$ cat src/hbhp_pkg.sv
// Constants and carrier types for the host bus handshake port.
// Summary of operation
// - Transparent select tied low; buffered only.
// - Nonzero-wait read: ready low once data valid.
// - Nonzero-wait write: ready low after word stored.
// - Zero-wait mode: ready high while idle.
// - Zero-wait: ready low during transfer, then high.
// - Cycle-active output low during the internal access, high again in hold.
// - Single-ended select input is ignored entirely.
// - Polarity select sets read/write line sense.
package hbhp_pkg;

  // Host data bus width and address width of the word store.
  localparam int HBHP_DATA_W = 16;
  localparam int HBHP_ADDR_W = 4;

  // Internal access time of one host cycle, in clock cycles.
  localparam int HBHP_ACCESS_CYCLES = 2;

  // APB register byte offsets.
  localparam logic [11:0] HBHP_OFS_CONFIG = 12'h000;
  localparam logic [11:0] HBHP_OFS_STATUS = 12'h004;

  // Config register fields and reset value.
  localparam int HBHP_CFG_ZERO_WAIT_BIT = 0;
  localparam logic HBHP_CFG_ZERO_WAIT_RST = 1'b0;

  // Status register fields.
  localparam int HBHP_ST_BUSY_BIT = 0;
  localparam int HBHP_ST_READY_BIT = 1;
  localparam int HBHP_ST_MODE_BIT = 2;
  localparam int HBHP_ST_COUNT_LSB = 16;

  // Polarity select level meaning "line high is a read".
  localparam logic HBHP_POL_HIGH_READ = 1'b1;

  // One captured host request.
  typedef struct packed {
    logic write;
    logic [HBHP_ADDR_W-1:0] addr;
    logic [HBHP_DATA_W-1:0] data;
  } hbhp_req_type;

  // Handshake sequencer states.
  typedef enum logic [1:0] {
    HBHP_IDLE,
    HBHP_ACCESS,
    HBHP_HOLD
  } hbhp_state_type;

endpackage

$ cat src/hbhp_host_port.sv
// Host bus handshake port with its APB configuration registers.
`timescale 1ns/1ps
module hbhp_host_port #(
  parameter int ACCESS_CYCLES = hbhp_pkg::HBHP_ACCESS_CYCLES
) (
  input wire logic clk_sys_in,
  input wire logic reset_n_in,
  input wire logic host_strobe_n_in,
  input wire logic host_rd_wr_in,
  input wire logic polarity_sel_in,
  input wire logic transparent_buffered_sel_in,
  input wire logic single_ended_sel_in,
  input wire logic [hbhp_pkg::HBHP_ADDR_W-1:0] host_addr_in,
  input wire logic [hbhp_pkg::HBHP_DATA_W-1:0] host_data_in,
  output logic [hbhp_pkg::HBHP_DATA_W-1:0] host_data_out,
  output logic host_data_oe_out,
  output logic host_ready_n_out,
  output logic io_cycle_active_n_out,
  input wire logic psel_in,
  input wire logic penable_in,
  input wire logic pwrite_in,
  input wire logic [11:0] paddr_in,
  input wire logic [31:0] pwdata_in,
  output logic [31:0] prdata_out,
  output logic pready_out,
  output logic pslverr_out
);
  import hbhp_pkg::*;

  // Width of the access down-counter.
  localparam int CNT_W = 4;
  localparam logic [CNT_W-1:0] CNT_LOAD = CNT_W'(ACCESS_CYCLES - 1);
  localparam logic [CNT_W-1:0] CNT_ZERO = '0;

  // Pin synchronisers: first stage feeds only the second stage.
  logic strobe_n_m_r, strobe_n_s_r, strobe_n_d_r;
  logic rd_wr_m_r, rd_wr_s_r;
  logic pol_m_r, pol_s_r;
  logic [HBHP_ADDR_W-1:0] addr_m_r, addr_s_r;
  logic [HBHP_DATA_W-1:0] data_m_r, data_s_r;

  // Sequencer state and captured request.
  hbhp_state_type state_r;
  hbhp_req_type req_r;
  logic [CNT_W-1:0] cnt_r;
  logic cyc_zero_wait_r; // Mode frozen for the cycle in flight.
  logic cfg_zero_wait_r; // Software wait-mode setting.
  logic [15:0] cycle_count_r; // Completed host cycles.

  // Word store interface.
  logic store_we;
  logic [HBHP_DATA_W-1:0] store_rd_data;
  logic start;
  logic decoded_write;

  // Two-flop synchronisers plus one delay flop for strobe edge detection.
  // The transparent and single-ended selects are never sampled at all.
  // The single-ended select has no reader, so its level changes nothing.
  always_ff @(posedge clk_sys_in or negedge reset_n_in)
  begin
    if (!reset_n_in)
    begin
      strobe_n_m_r <= 1'b1;
      strobe_n_s_r <= 1'b1;
      strobe_n_d_r <= 1'b1;
      rd_wr_m_r <= 1'b0;
      rd_wr_s_r <= 1'b0;
      pol_m_r <= 1'b0;
      pol_s_r <= 1'b0;
      addr_m_r <= '0;
      addr_s_r <= '0;
      data_m_r <= '0;
      data_s_r <= '0;
    end
    else
    begin
      strobe_n_m_r <= host_strobe_n_in;
      strobe_n_s_r <= strobe_n_m_r;
      strobe_n_d_r <= strobe_n_s_r;
      rd_wr_m_r <= host_rd_wr_in;
      rd_wr_s_r <= rd_wr_m_r;
      pol_m_r <= polarity_sel_in;
      pol_s_r <= pol_m_r;
      addr_m_r <= host_addr_in;
      addr_s_r <= addr_m_r;
      data_m_r <= host_data_in;
      data_s_r <= data_m_r;
    end
  end

  // A cycle starts on a falling strobe seen while idle.
  assign start = (state_r == HBHP_IDLE) && !strobe_n_s_r && strobe_n_d_r;

  // Polarity high: line high reads; polarity low: line high writes.
  assign decoded_write = (pol_s_r == HBHP_POL_HIGH_READ) ? !rd_wr_s_r
                                                         : rd_wr_s_r;

  // Write the word in the first access cycle, one cycle before a nonzero-wait ready falls.
  assign store_we = (state_r == HBHP_ACCESS) && req_r.write &&
                    (cnt_r == CNT_LOAD);

  // Handshake sequencer: capture, internal access, then hold for release.
  always_ff @(posedge clk_sys_in or negedge reset_n_in)
  begin
    if (!reset_n_in)
    begin
      state_r <= HBHP_IDLE;
      req_r <= '0;
      cnt_r <= '0;
      cyc_zero_wait_r <= HBHP_CFG_ZERO_WAIT_RST;
      host_ready_n_out <= 1'b1;
      io_cycle_active_n_out <= 1'b1;
      host_data_out <= '0;
      host_data_oe_out <= 1'b0;
      cycle_count_r <= '0;
    end
    else
    begin
      unique case (state_r)
        HBHP_IDLE:
        begin
          // Ready stays high here in either mode.
          if (start)
          begin
            req_r.write <= decoded_write;
            req_r.addr <= addr_s_r;
            req_r.data <= data_s_r;
            cnt_r <= CNT_LOAD;
            // The mode is latched once per cycle and never mid-cycle.
            cyc_zero_wait_r <= cfg_zero_wait_r;
            io_cycle_active_n_out <= 1'b0;
            // Zero-wait ready drops as soon as the transfer is seen.
            host_ready_n_out <= !cfg_zero_wait_r;
            state_r <= HBHP_ACCESS;
          end
        end
        HBHP_ACCESS:
        begin
          if (cnt_r == CNT_ZERO)
          begin
            io_cycle_active_n_out <= 1'b1;
            cycle_count_r <= cycle_count_r + 16'h0001;
            host_data_out <= store_rd_data;
            host_data_oe_out <= !req_r.write;
            // Zero-wait restores ready; nonzero-wait asserts it now that
            // read data is valid or the write is stored.
            host_ready_n_out <= cyc_zero_wait_r;
            state_r <= HBHP_HOLD;
          end
          else
          begin
            cnt_r <= cnt_r - 1'b1;
          end
        end
        HBHP_HOLD:
        begin
          // Host holds strobe until it sees ready low, so wait here.
          if (strobe_n_s_r)
          begin
            host_ready_n_out <= 1'b1;
            host_data_oe_out <= 1'b0;
            state_r <= HBHP_IDLE;
          end
        end
      endcase
    end
  end

  // The storage behind the port.
  hbhp_word_store #(
    .DATA_W(HBHP_DATA_W),
    .ADDR_W(HBHP_ADDR_W)
  ) u_store (
    .clk_sys_in(clk_sys_in),
    .reset_n_in(reset_n_in),
    .wr_en_in(store_we),
    .addr_in(req_r.addr),
    .wr_data_in(req_r.data),
    .rd_data_out(store_rd_data)
  );

  // APB slave: pready rises in the second access cycle, one wait state.
  // Writes are taken at the edge that sees pready high; read data and pslverr are registered one edge earlier.
  always_ff @(posedge clk_sys_in or negedge reset_n_in)
  begin
    if (!reset_n_in)
    begin
      pready_out <= 1'b0;
      pslverr_out <= 1'b0;
      prdata_out <= '0;
      cfg_zero_wait_r <= HBHP_CFG_ZERO_WAIT_RST;
    end
    else
    begin
      pready_out <= psel_in && penable_in && !pready_out;
      if (psel_in && penable_in && !pready_out)
      begin
        prdata_out <= '0;
        pslverr_out <= 1'b0;
        if (paddr_in == HBHP_OFS_STATUS)
        begin
          prdata_out[HBHP_ST_BUSY_BIT] <= (state_r == HBHP_ACCESS);
          prdata_out[HBHP_ST_READY_BIT] <= host_ready_n_out;
          prdata_out[HBHP_ST_MODE_BIT] <= cyc_zero_wait_r;
          prdata_out[HBHP_ST_COUNT_LSB +: 16] <= cycle_count_r;
        end
        else if (paddr_in == HBHP_OFS_CONFIG)
        begin
          prdata_out[HBHP_CFG_ZERO_WAIT_BIT] <= cfg_zero_wait_r;
        end
        else
        begin
          // Unmapped addresses read zero and flag an error.
          pslverr_out <= 1'b1;
        end
      end
      if (psel_in && penable_in && pready_out && pwrite_in &&
          paddr_in == HBHP_OFS_CONFIG)
      begin
        cfg_zero_wait_r <= pwdata_in[HBHP_CFG_ZERO_WAIT_BIT];
      end
    end
  end
endmodule

$ cat src/hbhp_word_store.sv
// Word store of flip-flops behind the host port.
`timescale 1ns/1ps
module hbhp_word_store #(
  parameter int DATA_W = 16,
  parameter int ADDR_W = 4
) (
  input wire logic clk_sys_in,
  input wire logic reset_n_in,
  input wire logic wr_en_in,
  input wire logic [ADDR_W-1:0] addr_in,
  input wire logic [DATA_W-1:0] wr_data_in,
  output logic [DATA_W-1:0] rd_data_out
);

  // The storage array, one word per address.
  logic [DATA_W-1:0] mem_r [2**ADDR_W];

  // Write and registered read; a read of the word being written sees the
  // old value, which the sequencer avoids by reading after the write.
  always_ff @(posedge clk_sys_in or negedge reset_n_in)
  begin
    if (!reset_n_in)
    begin
      rd_data_out <= '0;
      for (int i = 0; i < 2**ADDR_W; i++)
      begin
        mem_r[i] <= '0;
      end
    end
    else
    begin
      if (wr_en_in)
      begin
        mem_r[addr_in] <= wr_data_in;
      end
      rd_data_out <= mem_r[addr_in];
    end
  end

endmodule

$ cat config.mk
export PLATFORM = sky130hd
export DESIGN_NAME = hbhp_host_port
export DESIGN_NICKNAME = d
export VERILOG_FILES = /design/src/hbhp_pkg.sv /design/src/hbhp_host_port.sv /design/src/hbhp_word_store.sv
export SDC_FILE = /design/constraint.sdc
export NUM_CORES = 1
export LEC_CHECK = 0
export ABC_AREA = 1
export BUFFER_PORTS_ARGS = -buffer_cell sky130_fd_sc_hd__buf_2
export CAP_MARGIN = 0
export CORE_ASPECT_RATIO = 0.7
export CORE_MARGIN = 2
export CORE_UTILIZATION = 55
export CTS_BUF_LIST = sky130_fd_sc_hd__clkbuf_8
export DETAILED_ROUTE_END_ITERATION = 7
export PLACE_DENSITY = 0.78
export SYNTH_ARGS = -nofsm -noshare
export SYNTH_HDL_FRONTEND = slang
export SYNTH_SLANG_ARGS = --single-unit
export TNS_END_PERCENT = 1
$ cat constraint.sdc
create_clock -name clk_sys_in -period 2.3 [get_ports clk_sys_in]
set_input_delay 0.115 -clock clk_sys_in [delete_from_list [all_inputs] [get_ports clk_sys_in]]
set_output_delay 0.115 -clock clk_sys_in [all_outputs]
set_load 0.03 [all_outputs]
Word-level counts from Yosys, hierarchy flattened
Index checks and enable logic that the tools add are counted.
W data, S select, Z words.
{"block": "totals", "regBits": 404, "in_bits": 74, "output_inout_bits": 53, "wordCells": 112}
{"block": "op_classes", "add_sub_neg": 2, "magnitude_cmp": 2, "eq_ne": 8, "muxes": 30, "bitwise": 1, "n_reduce_logical": 26}
{"op": "$bwmux W256", "n": 1}
{"op": "$bmux W16 S4", "n": 1}
{"op": "$demux W16 S4", "n": 1}
{"op": "$mux W16", "n": 4}
{"op": "$add A16 B1 Y16 const B", "n": 1}
{"op": "$eq A12 B3 Y1 const B", "n": 1}
{"op": "$logic_not A12 Y1", "n": 1}
{"op": "$mux W1", "n": 12}
{"op": "$reduce_and A3 Y1", "n": 4}
{"op": "$logic_and A1 B1 Y1", "n": 10}
{"op": "$mux W2", "n": 4}
{"op": "$mux W4", "n": 2}
{"op": "$pmux W4 S2", "n": 1}
{"op": "$ne A2 B2 Y1 const B", "n": 3}
{"op": "$pmux W2 S3", "n": 1}
{"op": "$ge A5 B5 Y1 const B", "n": 1}
{"op": "$logic_not A1 Y1", "n": 5}
{"op": "$lt A5 B1 Y1 const B", "n": 1}
{"op": "$not A4 Y5", "n": 1}
{"op": "$eq A4 B1 Y1 const B", "n": 1}
{"op": "$logic_not A4 Y1", "n": 1}
{"op": "$pmux W1 S2", "n": 2}
{"op": "$reduce_and A2 Y1", "n": 2}
{"op": "$reduce_bool A2 Y1", "n": 2}
{"op": "other kinds (6)", "n": 6}

Depth between registers and ports, before layout
{"block": "logic_depth", "depth_word": 6, "depth_mapped": 11, "depth_no_buf": 9}

By module
From an unflattened synthesis, not the netlist that was laid out.
{"block": "unflattened", "hier_cells": 2164, "hier_area_um2": 17523.1}
{"mod": "hbhp_word_store", "instances": 1, "cells_each": 1662, "area_each_um2": 12441.9, "seq_area_each_um2": 6806.5}
{"mod": "hbhp_host_port", "instances": 1, "cells_each": 502, "area_each_um2": 5081.1, "seq_area_each_um2": 3309.4}

Worst setup path after synthesis
Ideal clock, no wire load.
{"block": "synth_timing", "path_type": "reg-to-reg", "start": "reg state_r[1]", "end": "reg u_store.mem_r[49] in the netlist's numbering", "setup_time_ps": 132, "arrival_ps": 1533, "required_time_ps": 2168, "slack_ps": 635, "stages_incl_launch_ff": 11, "n_path_buf": 3, "period_less_slack_ps": 1665, "path_cell_list": "dfrtp_1 -> inv_1 -> ha_1 -> buf_2 -> nand2_2 -> nor2_8 -> buf_12 -> nand3_2 -> buf_2 -> nand2_1 -> o21ai_1"}
{"block": "synth_via", "elab_chain_cells": 3}
{"element": "start: declaration", "line_no": "hbhp_host_port.sv:43", "text": "hbhp_state_type state_r;"}
{"element": "start signal: assignment", "line_no": "hbhp_host_port.sv:107", "text": "state_r <= HBHP_IDLE;"}
{"element": "start signal: assignment", "line_no": "hbhp_host_port.sv:134", "text": "state_r <= HBHP_ACCESS;"}
{"element": "start signal: assignment", "line_no": "hbhp_host_port.sv:148", "text": "state_r <= HBHP_HOLD;"}
{"element": "$eq A2 B1 Y1", "line_no": "hbhp_host_port.sv:99", "text": "assign store_we = (state_r == HBHP_ACCESS) && req_r.write &&"}
{"element": "$logic_and A1 B1 Y1 (2 in a row)", "line_no": "hbhp_host_port.sv:99"}
{"element": "end signal: indexed assignment", "line_no": "hbhp_word_store.sv:34", "text": "mem_r[addr_in] <= wr_data_in;"}
{"element": "end: declaration", "line_no": "hbhp_word_store.sv:16", "text": "logic [DATA_W-1:0] mem_r [2**ADDR_W];"}
No other way between the ends.
A chain may end at the register's enable or synchronous reset.

Worst setup path in the final report
{"block": "layout_timing", "start": "reg pready_out", "end": "reg pslverr_out"}
{"block": "layout_via", "elab_chain_cells": 2}
{"element": "start: declaration", "line_no": "hbhp_host_port.sv:25", "text": "output logic pready_out,"}
{"element": "start signal: assignment", "line_no": "hbhp_host_port.sv:195", "text": "pready_out <= psel_in && penable_in && !pready_out;"}
{"element": "$logic_not A1 Y1", "line_no": "hbhp_host_port.sv:196", "text": "if (psel_in && penable_in && !pready_out)"}
{"element": "$logic_and A1 B1 Y1", "line_no": "hbhp_host_port.sv:196"}
{"element": "end signal: assignment", "line_no": "hbhp_host_port.sv:189", "text": "pslverr_out <= 1'b0;"}
{"element": "end signal: assignment", "line_no": "hbhp_host_port.sv:199", "text": "pslverr_out <= 1'b0;"}
{"element": "end signal: assignment", "line_no": "hbhp_host_port.sv:214", "text": "pslverr_out <= 1'b1;"}
{"element": "end: declaration", "line_no": "hbhp_host_port.sv:26", "text": "output logic pslverr_out"}
No other way between the ends.

==> results.md <==
* Count of flip-flops with a built-in enable after synthesis at 0
* Async set or reset register ratio after synthesis at 100.0%
* Routability cong. at 0.8660
* Post-route minimum period at 2048 ps
* Met3 WL at 4052 um
* Sw power at 0.008485 W
* Post-Place Cell Area at 18010 um^2
* Setup crit end kind: flip-flop
* Inserted Diodes at 0
* Register-to-register setup slack at 250 ps
* CTS tree: done
* TritonRoute pass-1 iters at 5
* Worst reg2reg path endpoint: pslverr_out
* Clock buffer count from CTS at 57
* Peak VDD IR at 0.6798 mV
* Synthesis Warnings at 0
* First-iteration detailed-routing DRC count at 1395
* Largest net degree at the start of global routing at 70
* Met2 WL at 17760 um
* Fin. max-slew vios at 0
* Cells on worst reg2reg path at 6
* Final critical-path share of the clock period at 89.05%
* Slowest CP cell: dlygate4sd3_1
* Detailed Place HPWL at 25590 um
* Rows at 54
* Seq/Total Area, Yosys at 58.82%
* Worst-path fanout max at 22
* Post-synthesis simple-gate area fraction at 24.91%
* Unrepaired setup endpoints after global routing: false
* Vias in the first global route at 13.24k
* Top sig layer: met4
* Most used DFF post-synth: dfrtp_1
* Final ANT Viol Nets at 0
* P_leak at 9.819 nW
* Worst-Margin Slew at 697.4 ps
* Design area at 19530 um^2
* H-tree levels at 2
* Util after Layout at 63.12%
* Arr. time, crit path at 2550 ps
* Reg2reg start: pready_out
* Post-detailed-route wirelength per cell at 15.85 um
* Clock latency at the later pin of the worst-skew pair at 620 ps
* Pre-CTS setup slack at 339.4 ps
* Initial antenna violation count at 0
* Cell internal pwr at 0.01383 W
* Proportion of layout cells with a drive suffix above 1 at 11.39%
* Die width at 215.4 um
* Final setup viols at 0
* Mapped Area at 17200 um^2
* Post-synthesis compound-gate area fraction at 9.553%
* Pwr dens at 1142 nW/um^2
* M1 WL at 18660 um
* Status: complete, no violations
* Initial core utilization at 55.58%
* WS Path Type: flip-flop to flip-flop
* GRT Util Overall at 25.83%
* Worst setup margin at 251.7 ps
* Drt via density at 5.342
* Die area at 32720 um^2
* Nets at 2203
* Largest family of logic cells by synthesized area: simple AND/OR/NAND/NOR gates
* Avg Inst Size Synth at 8.493 um^2
* Post-CTS Setup Bufs at 0
* Clock slew seen by the registers of the worst setup and hold paths at 70 ps
* Adder-cell share of the synthesized area at 0.4365%
* Global route overflow at 0
* IO Pins at 127
* Sequential share of power at 44.1%
* Mux share of post-synthesis cell area at 0.05820%
* Max Cap Viol at 0
* Root buffer cell: clkbuf_8
* DRC Markers at 0
* CP cell instances: nor2_1 > buf_4 > inv_1 > nor2_1 > a21oi_1 > dlygate4sd3_1
* Setup_tns at 0 ps
* Fillers at 2548
* #FFs+latches synth at 404
* Post-CTS Hold Fix Bufs at 34
* Num Clock Sinks at 404
* DR vias at 13.82k
* Post-Synthesis Cells at 2025
* CTS resizes at 0
* Sw frac at 38.03%
* PortBufs at 80
* Final setup skew at 25.71 ps
* Core box area at 30940 um^2
* First-pass GRT wire length at 68410 um
* Total power at 0.02232 W
* Worst Setup Start Kind: flip-flop
* Hold WC Path Type: input pin to async pin
* XOR/XNOR Fraction of Synth Area at 0.4074%
* Clock network power share at 25.6%
* Die Ht at 151.9 um
* CP peak stage delay at 560 ps
* DRT Wirelength at 41030 um
* Yosys cell types at 35
* Req. time, crit path at 2800 ps
* Clk buf depth at 3
* Syn-to-layout area delta at 13.58%
* Most Frequent Cell on Critical Path: nor2_1
* Combinational Power Share at 30.3%
* Fmax at 488.2 MHz
* Slew HR at 53.45%
* Endpoints failing hold at 0
## how the worst max path moves through the flow
| stage | startpoint | endpoint | cells after the start |
|---|---|---|---|
| 2_1_floorplan | state_r[1] | u_store.mem_r[49] | 10 |
| 3_3_place_gp | state_r[1] | u_store.mem_r[158] | 9 |
| 3_5_place_dp | state_r[1] | u_store.mem_r[159] | 9 |
| 4_1_cts | pready_out | pslverr_out | 6 |
| 5_1_grt | pready_out | pslverr_out | 6 |
| 6_report | pready_out | pslverr_out | 6 |
## cell type report
cell class	count	area, um^2	share of cell area, %
tap	420	525.5	2.690
clock buffer	78	1074	5.496
timing repair buffer	163	1269	6.495
sequential	404	10120	51.80
inverter	81	304.0	1.557
clock inverter	26	112.6	0.5765
multi-input combinational	1416	6131	31.39
## synth_stat cells, types with 9 or more instances
cell type	count	share of area, %
nand2_1	915	20
dfrtp_1	399	58
o21ai_0	224	6.5
nand3_1	83	2.4
o21ai_1	82	2.4
inv_1	77	1.7
buf_2	54	1.6
clkbuf_1	48	1.0
nor2_1	35	0.76
buf_4	22	0.96
a21oi_1	18	0.52
buf_1	9	0.20
## sequential cells by signal, indices dropped and copies added (netlist names), 16 cells and up
| name | cells |
|---|---|
| u_store.mem_r | 256 |
| req_r | 21 |
| prdata_out | 19 |
| cycle_count_r | 16 |
| data_m_r | 16 |
| data_s_r | 16 |
| host_data_out | 16 |
| u_store.rd_data_out | 16 |
## worst max-delay path: cells and delay by family, from the launching register on
kind / cells / cell delay [ps]
AOI/OAI and AO/OA: 1 / 80
buffers and inverters: 3 / 1180
DFF: 1 / 390
and+or+nand+nor: 2 / 300
## power groups by stage
stage          sequential (W)  clock [W]  combinational, W
2_1_floorplan          0.0100          0           0.00425
4_1_cts               0.00983    0.00582           0.00670
6_report              0.00985    0.00571           0.00675
5_1_grt                0.0101    0.00615           0.00751
3_5_place_dp          0.00994          0           0.00662
3_3_place_gp          0.00986          0           0.00643
## routing by layer
layer	GRT usage, %	vias to the layer above
met1	38.45	6626
met3	6.587	52
li1	-	6570
met4	5.419	0
met2	38.62	576
met5	0	-
## stage by stage
stage	std cells	hold WS, ps
after global placement	2450	123.6
final	2588	77.11
after detailed placement	2450	123.1
after CTS	2588	53.64
after floorplan	2037	-180.6
after global routing	2588	113.9
## placed cells by master (no fill, tap or decap), types with 9 or more instances in the layout
cell / n
a21oi_1: 18
buf_12: 12
buf_2: 79
buf_4: 37
clkbuf_8: 78
clkinv_2: 9
conb_1: 13
dfrtp_1: 398
dlygate4sd3_1: 34
inv_1: 93
nand2_1: 915
nand3_1: 83
nor2_1: 35
o21ai_0: 224
o21ai_1: 82
## logic make-up after synthesis
family	after synthesis
and+or+nand+nor	1061
DFF	404
AOI/OAI and AO/OA	327
buffers and inverters	217
xor gates and xnor gates	8
adders and majority gates	6
other	1
muxes	1
Power figures use the tool's default switching activity.
